<file path="config.mk">
export PLATFORM = sky130hd
export DESIGN_NAME = ocfr_top
export DESIGN_NICKNAME = d
export VERILOG_FILES = /design/src/hw/ocfr_pkg.sv /design/src/hw/ocfr_top.sv /design/src/hw/ocfr_lin_cmp.sv /design/src/hw/ocfr_delay_timer.sv
export VERILOG_INCLUDE_DIRS = /design/src /design/src/hw
export SDC_FILE = /design/constraint.sdc
export NUM_CORES = 1
export LEC_CHECK = 0
export ABC_AREA = 1
export BUFFER_PORTS_ARGS = -buffer_cell sky130_fd_sc_hd__buf_2
export CAP_MARGIN = 20
export CORE_ASPECT_RATIO = 2
export CORE_UTILIZATION = 66
export CTS_BUF_LIST = sky130_fd_sc_hd__clkbuf_4 sky130_fd_sc_hd__clkbuf_8
export DETAILED_ROUTE_END_ITERATION = 10
export GPL_ROUTABILITY_DRIVEN = 0
export PLACE_DENSITY = 0.89
export RECOVER_POWER = 25
export SETUP_SLACK_MARGIN = 0.3
export SYNTH_ARGS = -nofsm -noshare
export SYNTH_HDL_FRONTEND = slang
export SYNTH_SLANG_ARGS = --single-unit
</file>
<file path="constraint.sdc">
create_clock -name clk -period 4 [get_ports clk]
set_clock_uncertainty 0.05 [all_clocks]
set_input_delay 0.8 -clock clk [delete_from_list [all_inputs] [get_ports clk]]
set_output_delay 0.8 -clock clk [all_outputs]
set_load 0.02 [all_outputs]
</file>
<file path="src/hw/ocfr_regs.svh">
`ifndef OCFR_REGS_SVH
`define OCFR_REGS_SVH
// Overview of operation
// - hold a 16-bit linear amperes trip threshold and compare with measured current
// - reaction taken from bits 7:6; code 00 ignores the fault and keeps running
// - code 01 keeps running for the delay, then shuts down and follows the retry setting if fault still present
// - code 10 disables output immediately, then follows the retry count in bits 5:3
// - code 11 keeps output off only while fault lasts, then re-enables automatically
// - latched fault clears by status clear, clear-faults, reset, or off-then-on command
// - retry field 000 makes no restart; output stays off until cleared
// - retry codes 001-011 give 1-3 attempts spaced by delay; then off until cleared
// - retry field 111 keeps restarting without limit
// - retry codes 100-110 give 4-6 attempts, same spacing and final behaviour
// - bits 2:0 give 2^n time units of delay; unit set elsewhere
// - continuous retry stops only on off command or another shutdown fault; here a probe that ends with the fault gone also ends it

// command codes of the two registers, plus a time-unit code that has no register here
`define OCFR_CODE_REACTION   8'h41
`define OCFR_CODE_THRESHOLD  8'h46
`define OCFR_CODE_TIME_UNIT  8'hd2

// fields of the reaction setting
`define OCFR_REACT_MSB       7
`define OCFR_REACT_LSB       6
`define OCFR_RETRY_MSB       5
`define OCFR_RETRY_LSB       3
`define OCFR_DELAY_MSB       2
`define OCFR_DELAY_LSB       0

// retry field encodings
`define OCFR_RETRY_NONE      3'h0
`define OCFR_RETRY_FOREVER   3'h7

// reset values
`define OCFR_REACTION_RST    8'h00
`define OCFR_THRESHOLD_RST   16'h0000
`endif

</file>
<file path="src/hw/ocfr_pkg.sv">
package ocfr_pkg;

  typedef enum logic [1:0] {
    OCFR_IGNORE   = 2'b00,
    OCFR_DEGLITCH = 2'b01,
    OCFR_SHUTDOWN = 2'b10,
    OCFR_HOLD_OFF = 2'b11
  } ocfr_react_e;

  typedef enum logic [2:0] {
    OCFR_ST_RUN      = 3'b000,
    OCFR_ST_DEGLITCH = 3'b001,
    OCFR_ST_SPACE    = 3'b010,
    OCFR_ST_PROBE    = 3'b011,
    OCFR_ST_LATCH    = 3'b100,
    OCFR_ST_HOLD     = 3'b101
  } ocfr_state_e;

  typedef struct packed {
    logic        valid;
    logic        write;
    logic [7:0]  code;
    logic [15:0] wdata;
  } ocfr_cmd_s;

  typedef struct packed {
    logic        rd_valid;
    logic        unmapped;
    logic [15:0] rd_data;
  } ocfr_rsp_s;

  typedef struct packed {
    logic ctrl_pin_on;
    logic operation_on;
    logic clear_faults;
    logic status_clear;
    logic other_shutdown;
  } ocfr_ctl_s;

endpackage

</file>
<file path="src/hw/ocfr_top.sv">
`timescale 1ns/100ps
`include "ocfr_regs.svh"
// over-current fault reaction: threshold, reaction setting, retry sequencing
module ocfr_top (
  input  wire logic               clk,
  input  wire logic               rst,
  input  wire ocfr_pkg::ocfr_cmd_s cmd,
  output ocfr_pkg::ocfr_rsp_s     rsp,
  input  wire ocfr_pkg::ocfr_ctl_s ctl,
  input  wire logic [15:0]        iout_measured,
  input  wire logic [15:0]        time_unit_cycles,
  output logic                    output_enable,
  output logic                    oc_fault_status,
  output logic                    retrying,
  output logic [2:0]              attempts_left
);

  logic [7:0]            reaction_q;
  logic [15:0]           threshold_q;
  ocfr_pkg::ocfr_rsp_s   rsp_q;
  ocfr_pkg::ocfr_state_e state_q;
  ocfr_pkg::ocfr_state_e state_d;
  logic [2:0]            left_q;
  logic [2:0]            left_d;
  logic                  on_q;
  logic                  status_q;
  logic                  enable_q;
  logic                  timer_start;
  logic                  timer_done;
  logic                  oc_now;
  logic                  on_cmd;
  logic                  off_edge;
  logic                  cleared;
  logic                  fault_hit;
  logic                  wr_hit;
  logic [1:0]            react;
  logic [2:0]            retry_set;
  logic                  forever_mode;

  assign react        = reaction_q[`OCFR_REACT_MSB:`OCFR_REACT_LSB];
  assign retry_set    = reaction_q[`OCFR_RETRY_MSB:`OCFR_RETRY_LSB];
  assign forever_mode = retry_set == `OCFR_RETRY_FOREVER;
  assign on_cmd       = ctl.ctrl_pin_on && ctl.operation_on;
  assign off_edge     = on_q && !on_cmd;
  assign cleared      = ctl.clear_faults || ctl.status_clear || off_edge;
  assign wr_hit       = cmd.valid && cmd.write;

  ocfr_lin_cmp u_cmp (
    .clk      (clk),
    .rst      (rst),
    .measured (iout_measured),
    .limit    (threshold_q),
    .exceed   (oc_now)
  );

  ocfr_delay_timer u_timer (
    .clk         (clk),
    .rst         (rst),
    .start       (timer_start),
    .unit_cycles (time_unit_cycles),
    .exponent    (reaction_q[`OCFR_DELAY_MSB:`OCFR_DELAY_LSB]),
    .done        (timer_done)
  );

  // register writes by command code
  always_ff @(posedge clk)
  begin
    if (rst)
      reaction_q <= `OCFR_REACTION_RST;
    else if (wr_hit && cmd.code == `OCFR_CODE_REACTION)
      reaction_q <= cmd.wdata[7:0];
  end

  always_ff @(posedge clk)
  begin
    if (rst)
      threshold_q <= `OCFR_THRESHOLD_RST;
    else if (wr_hit && cmd.code == `OCFR_CODE_THRESHOLD)
      threshold_q <= cmd.wdata;
  end

  // reads answer one cycle later; unknown codes read zero and flag it
  always_ff @(posedge clk)
  begin
    if (rst)
      rsp_q <= '0;
    else
    begin
      rsp_q.rd_valid <= cmd.valid && !cmd.write;
      rsp_q.unmapped <= 1'b0;
      rsp_q.rd_data  <= 16'h0000;
      if (cmd.valid && !cmd.write)
      begin
        if (cmd.code == `OCFR_CODE_REACTION)
          rsp_q.rd_data <= {8'h00, reaction_q};
        else if (cmd.code == `OCFR_CODE_THRESHOLD)
          rsp_q.rd_data <= threshold_q;
        else
          rsp_q.unmapped <= 1'b1;
      end
    end
  end

  always_ff @(posedge clk)
  begin
    if (rst)
      on_q <= 1'b0;
    else
      on_q <= on_cmd;
  end

  // only a live output with a non-ignore reaction can see a fault
  assign fault_hit = oc_now && on_cmd && react != ocfr_pkg::OCFR_IGNORE;

  // sequencing of reactions and retries
  always_comb
  begin
    state_d     = state_q;
    left_d      = left_q;
    timer_start = 1'b0;
    if (ctl.other_shutdown)
      state_d = ocfr_pkg::OCFR_ST_LATCH;
    else if (cleared)
    begin
      state_d = ocfr_pkg::OCFR_ST_RUN;
      left_d  = 3'h0;
    end
    else
    begin
      unique case (state_q)
        ocfr_pkg::OCFR_ST_RUN:
        begin
          if (fault_hit)
          begin
            unique case (react)
              ocfr_pkg::OCFR_DEGLITCH:
              begin
                state_d     = ocfr_pkg::OCFR_ST_DEGLITCH;
                timer_start = 1'b1;
              end
              ocfr_pkg::OCFR_SHUTDOWN:
              begin
                left_d = retry_set;
                if (retry_set == `OCFR_RETRY_NONE)
                  state_d = ocfr_pkg::OCFR_ST_LATCH;
                else
                begin
                  state_d     = ocfr_pkg::OCFR_ST_SPACE;
                  timer_start = 1'b1;
                end
              end
              ocfr_pkg::OCFR_HOLD_OFF:
                state_d = ocfr_pkg::OCFR_ST_HOLD;
              default:
                state_d = ocfr_pkg::OCFR_ST_RUN;
            endcase
          end
        end
        ocfr_pkg::OCFR_ST_DEGLITCH:
        begin
          // fault gone before the delay ran out: carry on untouched
          if (!oc_now)
            state_d = ocfr_pkg::OCFR_ST_RUN;
          else if (timer_done)
          begin
            left_d = retry_set;
            if (retry_set == `OCFR_RETRY_NONE)
              state_d = ocfr_pkg::OCFR_ST_LATCH;
            else
            begin
              state_d     = ocfr_pkg::OCFR_ST_SPACE;
              timer_start = 1'b1;
            end
          end
        end
        ocfr_pkg::OCFR_ST_SPACE:
        begin
          if (timer_done)
          begin
            state_d     = ocfr_pkg::OCFR_ST_PROBE;
            timer_start = 1'b1;
            if (!forever_mode)
              left_d = left_q - 3'h1;
          end
        end
        ocfr_pkg::OCFR_ST_PROBE:
        begin
          // timer keeps running, so attempt starts stay one delay apart
          if (oc_now)
          begin
            if (forever_mode || left_q != 3'h0)
              state_d = ocfr_pkg::OCFR_ST_SPACE;
            else
              state_d = ocfr_pkg::OCFR_ST_LATCH;
          end
          else if (timer_done)
          begin
            state_d = ocfr_pkg::OCFR_ST_RUN;
            left_d  = 3'h0;
          end
        end
        ocfr_pkg::OCFR_ST_LATCH:
          state_d = ocfr_pkg::OCFR_ST_LATCH;
        ocfr_pkg::OCFR_ST_HOLD:
        begin
          if (!oc_now)
            state_d = ocfr_pkg::OCFR_ST_RUN;
        end
        default:
          state_d = ocfr_pkg::OCFR_ST_LATCH;
      endcase
    end
  end

  always_ff @(posedge clk)
  begin
    if (rst)
    begin
      state_q <= ocfr_pkg::OCFR_ST_RUN;
      left_q  <= 3'h0;
    end
    else
    begin
      state_q <= state_d;
      left_q  <= left_d;
    end
  end

  // sticky status; a new fault in the clear cycle wins over the clear
  always_ff @(posedge clk)
  begin
    if (rst)
      status_q <= 1'b0;
    else if (fault_hit && state_q == ocfr_pkg::OCFR_ST_RUN)
      status_q <= 1'b1;
    else if (cleared)
      status_q <= 1'b0;
  end

  // output is on only in states that keep the converter running
  always_ff @(posedge clk)
  begin
    if (rst)
      enable_q <= 1'b0;
    else
      enable_q <= on_cmd && (state_d == ocfr_pkg::OCFR_ST_RUN
                          || state_d == ocfr_pkg::OCFR_ST_DEGLITCH
                          || state_d == ocfr_pkg::OCFR_ST_PROBE);
  end

  assign rsp             = rsp_q;
  assign output_enable   = enable_q;
  assign oc_fault_status = status_q;
  assign retrying        = state_q == ocfr_pkg::OCFR_ST_SPACE
                        || state_q == ocfr_pkg::OCFR_ST_PROBE;
  assign attempts_left   = left_q;

endmodule

</file>
<file path="src/hw/ocfr_lin_cmp.sv">
`timescale 1ns/100ps
// linear-format magnitude compare, one cycle of latency
module ocfr_lin_cmp (
  input  wire logic        clk,
  input  wire logic        rst,
  input  wire logic [15:0] measured,
  input  wire logic [15:0] limit,
  output logic             exceed
);

  logic exceed_q;

  // 5-bit signed exponent, 11-bit signed mantissa; shift to a common fixed point
  function automatic logic signed [47:0] lin_to_fix(input logic [15:0] v);
    logic [5:0]         sh;
    logic signed [47:0] x;
    sh = {v[15], v[15:11]} + 6'h10;
    x  = {{37{v[10]}}, v[10:0]};
    return x <<< sh;
  endfunction

  always_ff @(posedge clk)
  begin
    if (rst)
      exceed_q <= 1'b0;
    else
      exceed_q <= lin_to_fix(measured) > lin_to_fix(limit);
  end

  assign exceed = exceed_q;

endmodule

</file>
<file path="src/hw/ocfr_delay_timer.sv">
`timescale 1ns/100ps
// counts 2^n time units; done pulses once, one cycle before the count runs out
module ocfr_delay_timer (
  input  wire logic        clk,
  input  wire logic        rst,
  input  wire logic        start,
  input  wire logic [15:0] unit_cycles,
  input  wire logic [2:0]  exponent,
  output logic             done
);

  logic [22:0] count_q;
  logic        done_q;
  logic [22:0] load;

  // a zero unit would never expire, so it counts as one cycle
  always_comb
  begin
    load = {7'h00, (unit_cycles == 16'h0000) ? 16'h0001 : unit_cycles} << exponent;
  end

  always_ff @(posedge clk)
  begin
    if (rst)
      count_q <= 23'h000000;
    else if (start)
      count_q <= load;
    else if (count_q != 23'h000000)
      count_q <= count_q - 23'h000001;
  end

  always_ff @(posedge clk)
  begin
    if (rst)
      done_q <= 1'b0;
    else
      // flagged one cycle early so the next start lands exactly one delay later
      done_q <= start ? (load == 23'h000001) : (count_q == 23'h000002);
  end

  assign done = done_q;

endmodule

</file>
==> results of run 1 <==
logic make-up after synthesis:
| logic type | synth area share, % |
|---|---|
| simple gates | 32.0 |
| compound gates | 23.7 |
| buf+inv | 9.54 |
| flops | 22.1 |
| fa+ha+maj | 9.11 |
| xor+xnor | 2.04 |
| mux | 1.46 |
layout make-up:
| cell class | count | area [µm²] | area share (%) |
|---|---|---|---|
| multi-input cells | 897 | 4720 | 62.9 |
| flip-flops and latches | 76 | 1520 | 20.3 |
| repair buffers | 94 | 457 | 6.08 |
| inverters | 109 | 409 | 5.44 |
| well taps | 135 | 169 | 2.25 |
| clock buffers | 12 | 165 | 2.20 |
| clock inverters | 3 | 68.8 | 0.916 |
per-layer routing:
layer | share of wire, % | global-route usage, % | vias up
li1 | - | - | 3907
met4 | 11 | 43.0 | 0
met5 | 0 | 0 | -
met3 | 6.9 | 15.9 | 181
met2 | 52 | 73.8 | 378
met1 | 30 | 34.1 | 3582
flip-flops by register name, summed over array words and instances (netlist names), 3 cells and up:
name             flops
u_timer.count_q     23
rsp                 18
state_q              3
reaction_q           8
attempts_left        3
threshold_q         16
placed cells by master, fill, tap and decap left out, types with 2 or more instances in the layout:
master / Yosys / layout
nand2_1: 277 / 277
o21ai_0: 167 / 160
nor2_1: 109 / 109
inv_1: 96 / 96
a21oi_1: 85 / 85
dfxtp_1: 76 / 75
nand3_1: 66 / 66
buf_2: 8 / 65
ha_1: 50 / 50
clkbuf_1: 38 / 23
nand4_1: 21 / 21
o21ai_1: 15 / 20
nor3_1: 16 / 14
clkbuf_8: 0 / 12
or2_2: 11 / 11
a211oi_1: 11 / 11
xor2_1: 11 / 11
mux2i_1: 10 / 9
inv_2: 9 / 9
nor4_1: 6 / 6
buf_4: 2 / 6
o22ai_1: 5 / 5
xnor2_1: 5 / 5
clkinv_1: 4 / 4
a31oi_1: 4 / 4
nor2_2: 4 / 4
a211oi_2: 4 / 4
or2_1: 3 / 3
o21ai_2: 0 / 2
nor3_2: 0 / 2
o211ai_1: 2 / 2
a2111oi_2: 2 / 2
bufinv_16: 0 / 2
critical path: cells and delay by family (launching register included):
| kind | cells | cell delay (ns) |
|---|---|---|
| flops | 1 | 0.51 |
| buf+inv | 1 | 0.27 |
| simple gates | 6 | 0.42 |
| fa+ha+maj | 1 | 0.37 |
| compound gates | 8 | 1.73 |
stage by stage:
stage          cell area, µm²  power (mW)  std cells  setup WS (ns)
3_5_place_dp             7280        2.17       1311          0.218
2_1_floorplan            6870        1.90       1137           1.03
6_report                 7510        2.89       1326          0.482
3_3_place_gp             7280        2.14       1311          0.296
5_1_grt                  7510        3.07       1326          0.307
4_1_cts                  7510        2.85       1326          0.537
power breakdown:
group / leakage (nW) / internal (mW) / switching [mW]
clock: 0.119 / 0.400 / 0.281
combinational: 2.64 / 0.458 / 0.781
sequential: 0.617 / 0.861 / 0.106
worst paths after layout:
path / end / depth (start not counted) / start
worst max-delay path: u_cmp.exceed$_SDFF_PP0_ / 16 / threshold_q[12]$_SDFFE_PP0P_
worst min-delay path: oc_fault_status$_SDFFE_PP0P_ / 2 / oc_fault_status$_SDFFE_PP0P_
worst max register to register: u_cmp.exceed$_SDFF_PP0_ / 16 / threshold_q[12]$_SDFFE_PP0P_
worst min register to register: oc_fault_status$_SDFFE_PP0P_ / 2 / oc_fault_status$_SDFFE_PP0P_
==> impl_results.rst, run 1 <==
.. list-table::
   :header-rows: 1

   * - Metric
     - Value
   * - Leftover overflow at the end of global routing
     - 0
   * - # DRC
     - 0
   * - Number of antenna violations at the first check in global routing
     - 1
   * - Total GRT Usage
     - 42.9%
   * - Largest stage delay, worst path
     - 0.53 ns
   * - Vias per cell
     - 6.07
   * - CTS buffer count
     - 9
   * - Area growth from synthesis to final layout
     - 9.38%
   * - DIE HEIGHT
     - 146 µm
   * - Setup Buffers After CTS
     - 0
   * - Maximum level of the CTS H-tree
     - 3
   * - Number of enable-type register cells in the synthesized netlist
     - 0
   * - CTS tree
     - done
   * - IR drop worst, VDD
     - 0.579 mV
   * - Number of violations of the max-capacitance limit
     - 1
   * - Synthesized flop and latch total
     - 76
   * - Cell row count
     - 52
   * - Number of warnings issued by yosys
     - 0
   * - Num ports
     - 89
   * - Fin. Hold Viols
     - 0
   * - Critical path capture point type
     - register
   * - Crit share post-route
     - 87.9%
   * - Count of vias placed by the detailed router
     - 8048
   * - Setup slack, reg-to-reg
     - 0.48 ns
   * - Clock slew at the register clock pins of the worst setup and hold paths
     - 0.08 ns
   * - Mean Syn Cell Area
     - 6.04 µm²
   * - Final critical delay including setup and external delays
     - 3.52 ns
   * - Global-route wire length before repair
     - 35.1 mm
   * - Net Count, Synth
     - 1252
   * - Hold-fix buffers, CTS
     - 0
   * - Leakage
     - 3.38 nW
   * - Proportion of synthesized flip-flops having asynchronous set or reset
     - 0%
   * - Number of fillers in the final layout
     - 917
   * - Resize count post-CTS
     - 0
   * - Die Outline Area
     - 0.0108 mm²
   * - Peak Freq
     - 284 MHz
   * - DRC marker count from the first detailed-route iteration
     - 452
   * - Crit path required time
     - 4.13 ns
   * - Top-count cell post-synth
     - nand2_1
   * - CP arrival
     - 3.65 ns
   * - Startpoint type of the worst setup path
     - register
   * - Pin slew with the least headroom to its limit
     - 1.64 ns
   * - Run status
     - finished, violations left
   * - Top post-synthesis cells by count
     - nand2_1 (277), o21ai_0 (167), nor2_1 (109), inv_1 (96), a21oi_1 (85)
   * - Post-detailed-routing wire length
     - 22.0 mm
   * - Total power density per cell area
     - 384 mW/mm²
   * - Wirelength per Cell
     - 16.6 µm
   * - Post-synth top flop
     - dfxtp_1
   * - Portion of synthesized cell area occupied by the leading cell type
     - 22.1%
   * - Clock Path Buffers
     - 2
   * - Unrepaired setup endpoints after global routing
     - no
   * - Router iterations before antenna repair
     - 6
   * - Cell variety after synth
     - 44
   * - Clk sink count
     - 76
   * - Type of the worst setup path
     - register to register
   * - Clk_lat worst skew
     - 0.36 ns
   * - Maximum net fanout on the critical path
     - 13
   * - Core area
     - 0.0101 mm²
   * - CP Cell Sequence
     - inv_1 > nand2_1 > o21ai_0 > o21ai_0 > o21ai_0 > a21oi_1 > ha_1 > a21oi_1 > o21ai_0 > a21oi_1 > o21a_1 > nand3_1 > nand2_1 > nand2_1 > nand2_1 > nor2_1
   * - Die width
     - 74.1 µm
   * - Setup tns final
     - 0 ns
   * - Share of synthesized area occupied by flip-flops and latches
     - 22.1%
   * - Initial Util
     - 67.7%
   * - Critical-path cell with the highest stage delay
     - a21oi_1
   * - Mapped Area
     - 0.00687 mm²
   * - Ant diodes
     - 0
   * - Buffer type at the clock tree root
     - clkbuf_8
   * - Net count, final
     - 1302
   * - Synth Instances
     - 1137
   * - Smallest hold slack
     - 0.436 ns
   * - Synth top area cells
     - dfxtp_1 (22%), nand2_1 (15%), o21ai_0 (12%)
   * - Pins over their slew limit
     - 30
   * - Hold Crit Class
     - register to register
   * - Worst slew margin relative to its limit
     - -9.57%
   * - Vias in the first global route
     - 7566
   * - Pin count of the biggest net entering global routing
     - 32
   * - Setup-violating endpoint count in the final report
     - 0
   * - Number of nets still failing antenna checks after routing
     - 0
   * - HPWL after DPL
     - 16.9 mm
   * - Layout cell share with drive strength beyond 1
     - 10.7%
   * - Post-Route Utilization
     - 74.0%
   * - Cell taking the most area after synthesis
     - dfxtp_1
   * - Count of buffers from port buffering
     - 88
   * - Failing checks
     - max-capacitance violations, max-slew violations
(Power assumes the default switching activity.)
==> run 2: changes to the inputs <==
--- a/config.mk
+++ b/config.mk
@@ -6,7 +6,6 @@
 export SDC_FILE = /design/constraint.sdc
 export NUM_CORES = 1
 export LEC_CHECK = 0
-export ABC_AREA = 1
 export BUFFER_PORTS_ARGS = -buffer_cell sky130_fd_sc_hd__buf_2
 export CAP_MARGIN = 20
 export CORE_ASPECT_RATIO = 2
@@ -17,6 +16,8 @@
 export PLACE_DENSITY = 0.89
 export RECOVER_POWER = 25
 export SETUP_SLACK_MARGIN = 0.3
+export SKIP_CTS_REPAIR_TIMING = 1
+export SLEW_MARGIN = 20
 export SYNTH_ARGS = -nofsm -noshare
 export SYNTH_HDL_FRONTEND = slang
 export SYNTH_SLANG_ARGS = --single-unit
==> run 2 against run 1 <==
Net effect: the flow still finishes with violations (max-capacitance violations, max-slew violations); power is 0.95% lower; utilization rose by 0.46 points; fmax fell by 0.95%; via count fell by 7.9%; register-to-register slack got worse by 0.03 ns; non-clock buffer count rose by 10; cell count decreased by 17%; critical path type unchanged; largest cell class unchanged; largest power group unchanged; highest routed layer unchanged.
==> impl_results.rst, run 2 <==
.. list-table::
   :header-rows: 1

   * - Metric
     - Value
   * - Run status
     - finished, violations left
   * - Failing checks
     - max-capacitance violations, max-slew violations
   * - Commonest non-fill, non-tap cell in the layout
     - nor2_1
   * - Mean Syn Cell Area
     - 7.76 µm²
   * - Largest stage delay, worst path
     - 0.57 ns
   * - Setup slack, reg-to-reg
     - 0.45 ns
   * - Vias per cell
     - 6.73
   * - Maximum level of the CTS H-tree
     - 3
   * - Setup tns final
     - 0 ns
   * - Critical path capture point type
     - register
   * - CTS tree
     - done
   * - Fraction of the mapped netlist area in simple logic gates
     - 23.5%
   * - CP arrival
     - 3.74 ns
   * - Crit share post-route
     - 88.8%
   * - HPWL after DPL
     - 15.8 mm
   * - # DRC
     - 0
   * - Buffer type at the clock tree root
     - clkbuf_8
   * - Main combinational cell family by area after synthesis
     - simple AND/OR/NAND/NOR gates
   * - Count of buffers from port buffering
     - 88
   * - Leakage
     - 2.97 nW
   * - Proportion of synthesized area in mux cells
     - 16.7%
   * - Setup-violating endpoint count in the final report
     - 0
   * - CTS buffer count
     - 9
   * - Number of warnings issued by yosys
     - 0
   * - Layout cell share with drive strength beyond 1
     - 15.5%
   * - Clock Path Buffers
     - 2
   * - Post-place instance area
     - 0.00753 mm²
   * - Startpoint type of the worst setup path
     - register
   * - Number of flip-flops under the largest register name
     - 23
   * - Cell variety after synth
     - 69
   * - Share of synthesized area occupied by flip-flops and latches
     - 21.6%
   * - Net count, final
     - 1074
   * - Clk_lat worst skew
     - 0.37 ns
   * - Initial Util
     - 67.6%
   * - Synthesized flop and latch total
     - 76
   * - Post-placement worst setup slack
     - 0.243 ns
   * - Area fraction in compound gates after synthesis
     - 22.6%
   * - Worst slew margin relative to its limit
     - -5.90%
   * - Die Outline Area
     - 0.0111 mm²
   * - Leftover overflow at the end of global routing
     - 0
   * - Num ports
     - 89
   * - Synth top area cells
     - dfxtp_1 (22%), mux2i_1 (9.8%), ha_1 (8.9%)
   * - Final critical delay including setup and external delays
     - 3.55 ns
   * - Die width
     - 75.0 µm
   * - Top post-synthesis cells by count
     - nor2_1 (108), nand2_1 (81), dfxtp_1 (76), mux2i_1 (69), clkbuf_1 (51)
   * - DIE HEIGHT
     - 148 µm
   * - Post-synthesis share of cell area spent on xor and xnor gates
     - 1.99%
   * - Ant diodes
     - 0
   * - Number of violations of the max-capacitance limit
     - 1
   * - Clock slew at the register clock pins of the worst setup and hold paths
     - 0.09 ns
   * - Register with the highest flop count
     - u_timer.count_q
   * - Post-detailed-routing wire length
     - 21.5 mm
   * - Number of antenna violations at the first check in global routing
     - 0
   * - Clk sink count
     - 76
   * - Maximum net fanout on the critical path
     - 9
   * - Pins over their slew limit
     - 36
   * - DRC marker count from the first detailed-route iteration
     - 817
   * - Core area
     - 0.0104 mm²
   * - Proportion of synthesized flip-flops having asynchronous set or reset
     - 0%
   * - Count of vias placed by the detailed router
     - 7410
   * - Mapped Area
     - 0.00704 mm²
   * - Number of enable-type register cells in the synthesized netlist
     - 0
   * - Pin slew with the least headroom to its limit
     - 1.59 ns
   * - Adder and majority cell fraction of the synthesized area
     - 8.89%
   * - Critical-path cell with the highest stage delay
     - dfxtp_1
   * - Global-route wire length before repair
     - 33.4 mm
   * - Post-Route Utilization
     - 74.5%
   * - Pin count of the biggest net entering global routing
     - 36
   * - Design Area, Final
     - 0.00776 mm²
   * - Number of fillers in the final layout
     - 829
   * - Hold Crit Class
     - register to register
   * - IR drop worst, VDD
     - 0.300 mV
   * - Number of nets still failing antenna checks after routing
     - 0
   * - Cell taking the most area after synthesis
     - dfxtp_1
   * - Cell row count
     - 53
   * - Post-synth top flop
     - dfxtp_1
   * - Wirelength per Cell
     - 19.5 µm
   * - Crit path required time
     - 4.19 ns
   * - Cell Count Post-Placement
     - 1085
   * - Fin. Hold Viols
     - 0
   * - Type of the worst setup path
     - register to register
   * - Area growth from synthesis to final layout
     - 10.2%
   * - Net Count, Synth
     - 1022
   * - Vias in the first global route
     - 6916
   * - Total GRT Usage
     - 40.1%
   * - Cell Count, Final, Fillers Out
     - 1101
   * - Portion of synthesized cell area occupied by the leading cell type
     - 21.6%
   * - Router iterations before antenna repair
     - 6
   * - Synth Instances
     - 907
   * - Unrepaired setup endpoints after global routing
     - no
   * - Total power density per cell area
     - 369 mW/mm²
   * - Peak Freq
     - 282 MHz
   * - Top-count cell post-synth
     - nor2_1
   * - Commonest cells after routing, fill and taps aside
     - nor2_1 (108), nand2_1 (81), dfxtp_1 (75), mux2i_1 (69), buf_2 (65)
   * - CP Cell Sequence
     - mux4_2 > nand2_1 > o21ai_0 > a21oi_1 > nor2_1 > a21oi_1 > ha_1 > a21o_1 > a21o_1 > a221o_1 > nor3_1 > a31oi_1
   * - Smallest setup slack after layout
     - 0.449 ns
run 2: changes by cell type after synthesis, moves of 25 or more:
cell     delta
nand3_1    -52
o21ai_0   -118
mux2_2     +25
nand2_1   -196
inv_1      -75
a21oi_1    -35
mux2i_1    +59
run 2: where the power goes:
group | switching, mW | total [mW] | internal, mW
registers | 0.121 | 0.976 | 0.855
clock network | 0.299 | 0.741 | 0.442
logic | 0.658 | 1.14 | 0.485
run 2: final timing paths:
| check | from | to | cells past startpoint |
|---|---|---|---|
| max reg2reg | threshold_q[11]$_SDFFE_PP0P_ | u_cmp.exceed$_SDFF_PP0_ | 12 |
| max | threshold_q[11]$_SDFFE_PP0P_ | u_cmp.exceed$_SDFF_PP0_ | 12 |
| min reg2reg | oc_fault_status$_SDFFE_PP0P_ | oc_fault_status$_SDFFE_PP0P_ | 2 |
| min | oc_fault_status$_SDFFE_PP0P_ | oc_fault_status$_SDFFE_PP0P_ | 2 |
run 2: cell families after synthesis:
kind of cell               count (synthesis)
and+or+nand+nor                          332
AOI/OAI and AO/OA                        242
muxes                                    103
buffers and inverters                     88
DFF                                       76
adders and majority gates                 50
xor gates and xnor gates                  16
run 2: worst max-delay path: cells and delay by family, from the launching register on:
| kind | cells | cell delay (ns) |
|---|---|---|
| AO/OA/AOI/OAI | 7 | 1.56 |
| flip-flops | 1 | 0.57 |
| AND/OR/NAND/NOR | 3 | 0.30 |
| adder cells (fa/ha/maj) | 1 | 0.36 |
| multiplexers | 1 | 0.57 |
run 2: final cells by class:
cell class / instances / area, µm² / area share (%)
inverters: 25 / 93.8 / 1.21
multi-input cells: 743 / 5180 / 66.8
clock buffers: 11 / 145 / 1.87
repair buffers: 104 / 528 / 6.81
flip-flops and latches: 76 / 1530 / 19.7
well taps: 137 / 171 / 2.21
clock inverters: 5 / 108 / 1.39
run 2: layer usage:
metal	part of all wire [%]	global-route usage, %
met2	51	69.7
met5	0	0
met3	6.6	9.07
met1	34	38.6
met4	8.1	31.6
run 2: through the flow:
stage	hold WS [ns]	total power, mW
floorplan	0.416	1.80
global placement	0.391	2.05
detailed placement	0.402	2.07
CTS	0.414	2.83
global route	0.462	3.02
finish	0.419	2.86
==> run 3: changes to the inputs <==
--- a/config.mk
+++ b/config.mk
@@ -8,7 +8,6 @@
 export LEC_CHECK = 0
 export BUFFER_PORTS_ARGS = -buffer_cell sky130_fd_sc_hd__buf_2
 export CAP_MARGIN = 20
-export CORE_ASPECT_RATIO = 2
 export CORE_UTILIZATION = 66
 export CTS_BUF_LIST = sky130_fd_sc_hd__clkbuf_4 sky130_fd_sc_hd__clkbuf_8
 export DETAILED_ROUTE_END_ITERATION = 10
==> run 3 against run 2 <==
Net effect: the run now ends clean; utilization fell by 0.30 points; critical path type unchanged; final area fell by 1.2%; critical path depth rose by 1; cell count fell by 0.54%; sequential share of layout area rose by 0.21 points; wire length fell by 11%; power fell by 8.5%; register-to-register slack improved by 0.08 ns; sequential cell count did not move; clock-buffer cell count fell by 1; sequential power fell by 0.5%; global-route usage fell by 5.5 points.
==> impl_results.rst, run 3 (same netlist as run 2, synthesis figures left out) <==
.. list-table::
   :header-rows: 1

   * - Metric
     - Value
   * - Run status
     - completed
   * - Total GRT Usage
     - 34.6%
   * - Vias in the first global route
     - 6491
   * - Number of antenna violations at the first check in global routing
     - 0
   * - Area growth from synthesis to final layout
     - 8.87%
   * - Clock Power Share
     - 21.5%
   * - Total power density per cell area
     - 342 mW/mm²
   * - Crit share post-route
     - 86.7%
   * - Setup crit start
     - threshold_q[12]$_SDFFE_PP0P_
   * - Leakage
     - 2.91 nW
   * - Net switching power figure
     - 1.04 mW
   * - Core area
     - 0.0103 mm²
   * - Leftover overflow at the end of global routing
     - 0
   * - Post-placement worst setup slack
     - 0.206 ns
   * - Cell Count, Final, Fillers Out
     - 1095
   * - Cell row count
     - 37
   * - Clock Path Buffers
     - 2
   * - Unrepaired setup endpoints after global routing
     - no
   * - Critical register-to-register path endpoint
     - u_cmp.exceed$_SDFF_PP0_
   * - Logic depth of the worst register-to-register path
     - 13
   * - Number of nets still failing antenna checks after routing
     - 0
   * - Vias per cell
     - 6.59
   * - Number of flip-flops under the largest register name
     - 23
   * - Die Outline Area
     - 0.0111 mm²
   * - Setup-violating endpoint count in the final report
     - 0
   * - Initial Util
     - 68.1%
   * - Hold Crit Class
     - register to register
   * - Buffer type at the clock tree root
     - clkbuf_8
   * - Pins over their slew limit
     - 0
   * - End of the critical path
     - u_cmp.exceed$_SDFF_PP0_
   * - Sequential fraction of design power
     - 37.1%
   * - Cell Count Post-Placement
     - 1079
   * - Largest stage delay, worst path
     - 0.58 ns
   * - Num ports
     - 89
   * - Fin. Hold Viols
     - 0
   * - Pin count of the biggest net entering global routing
     - 41
   * - Maximum net fanout on the critical path
     - 21
   * - Sw Share
     - 39.8%
   * - Sum of internal, switching and leakage power
     - 2.62 mW
   * - Die width
     - 105 µm
   * - Smallest setup slack after layout
     - 0.534 ns
   * - DRC marker count from the first detailed-route iteration
     - 875
   * - CTS buffer count
     - 9
   * - CTS tree
     - done
   * - Setup tns final
     - 0 ns
   * - Cell Int Power
     - 1.57 mW
   * - Crit path required time
     - 4.20 ns
   * - Setup slack, reg-to-reg
     - 0.53 ns
   * - Clk sink count
     - 76
   * - Router iterations before antenna repair
     - 6
   * - CP arrival
     - 3.66 ns
   * - Relative contribution of combinational cells to total power
     - 41.4%
   * - # DRC
     - 0
   * - Commonest non-fill, non-tap cell in the layout
     - nor2_1
   * - Critical-path cell with the highest stage delay
     - dfxtp_2
   * - Worst slew margin relative to its limit
     - 26.8%
   * - Count of vias placed by the detailed router
     - 7213
   * - Maximum level of the CTS H-tree
     - 3
   * - Type of the worst setup path
     - register to register
   * - Number of fillers in the final layout
     - 810
   * - CP Cell Sequence
     - mux2_2 > mux2i_2 > o21ai_0 > nor2_1 > nor2_1 > a21boi_0 > ha_1 > a21oi_1 > nor2_1 > a211oi_1 > o21ai_0 > nor3_1 > a31oi_1
   * - Post-detailed-routing wire length
     - 19.1 mm
   * - FF-to-FF Start
     - threshold_q[12]$_SDFFE_PP0P_
   * - Pin slew with the least headroom to its limit
     - 1.09 ns
   * - Layout cell share with drive strength beyond 1
     - 15.4%
   * - Global-route wire length before repair
     - 31.3 mm
   * - Wirelength per Cell
     - 17.4 µm
   * - DIE HEIGHT
     - 105 µm
   * - Clock slew at the register clock pins of the worst setup and hold paths
     - 0.08 ns
   * - Most prevalent standard cell on the critical path
     - nor2_1
   * - Commonest cells after routing, fill and taps aside
     - nor2_1 (108), nand2_1 (81), dfxtp_1 (75), mux2i_1 (68), buf_2 (66)
   * - Critical path capture point type
     - register
   * - HPWL after DPL
     - 14.3 mm
   * - Clk_lat worst skew
     - 0.37 ns
   * - Startpoint type of the worst setup path
     - register
   * - Number of violations of the max-capacitance limit
     - 0
   * - Net count, final
     - 1069
   * - IR drop worst, VDD
     - 0.387 mV
   * - Ant diodes
     - 0
   * - Final critical delay including setup and external delays
     - 3.47 ns
   * - Peak Freq
     - 289 MHz
   * - Register with the highest flop count
     - u_timer.count_q
   * - Count of buffers from port buffering
     - 88
run 3: cell count changes in the layout (fill, tap and decap cells not counted), sizes merged:
cell,previous run,this run
buf,80,77
clkinvlp,0,4
bufinv,3,0
clkinv,3,2
inv,24,25
clkbuf,35,32
run 3: final cells by class:
type | count | area, µm² | share of cell area (%)
multi-input cells | 743 | 5190 | 67.7
inverters | 25 | 93.8 | 1.23
clock buffers | 10 | 138 | 1.80
flip-flops and latches | 76 | 1520 | 19.9
clock inverters | 6 | 47.5 | 0.621
repair buffers | 99 | 499 | 6.52
well taps | 136 | 170 | 2.22
run 3: stage by stage:
stage / hold WS (ns) / util [%] / instance area, µm²
final: 0.409 / 74.2 / 7660
after global routing: 0.423 / 74.2 / 7660
after CTS: 0.408 / 74.4 / 7680
after detailed placement: 0.396 / 72.6 / 7490
after global placement: 0.395 / 72.6 / 7490
after floorplan: 0.416 / - / 7040
run 3: worst min-delay path by stage:
stage / startpoint / to / slack (ns) / depth (start not counted)
3_5_place_dp: oc_fault_status$_SDFFE_PP0P_ / oc_fault_status$_SDFFE_PP0P_ / 0.40 / 2
2_1_floorplan: u_timer.count_q[13]$_SDFFE_PP0P_ / u_timer.count_q[13]$_SDFFE_PP0P_ / 0.42 / 2
4_1_cts: oc_fault_status$_SDFFE_PP0P_ / oc_fault_status$_SDFFE_PP0P_ / 0.41 / 2
5_1_grt: oc_fault_status$_SDFFE_PP0P_ / oc_fault_status$_SDFFE_PP0P_ / 0.42 / 2
3_3_place_gp: oc_fault_status$_SDFFE_PP0P_ / oc_fault_status$_SDFFE_PP0P_ / 0.40 / 2
6_report: oc_fault_status$_SDFFE_PP0P_ / oc_fault_status$_SDFFE_PP0P_ / 0.41 / 2
run 3: per-layer routing:
layer	track usage (%)	share of wire, %	vias to the layer above
met2	55.9	47	380
met3	6.56	8.4	63
met1	45.5	42	3315
li1	-	-	3455
met5	0	0	-
met4	13.6	2.7	0
run 3: power groups by stage:
stage	Clock, mW	Combinational, mW	Sequential [mW]
2_1_floorplan	0	0.837	0.962
3_3_place_gp	0	1.03	0.980
3_5_place_dp	0	1.06	0.985
4_1_cts	0.566	1.07	0.968
5_1_grt	0.598	1.20	0.985
6_report	0.563	1.08	0.971
run 3: critical path, delay by kind of cell, from the launching register on:
| kind | cells | cell delay, ns |
|---|---|---|
| multiplexers | 2 | 0.74 |
| AND/OR/NAND/NOR | 4 | 0.51 |
| adder cells (fa/ha/maj) | 1 | 0.31 |
| flip-flops | 1 | 0.58 |
| AO/OA/AOI/OAI | 6 | 1.16 |
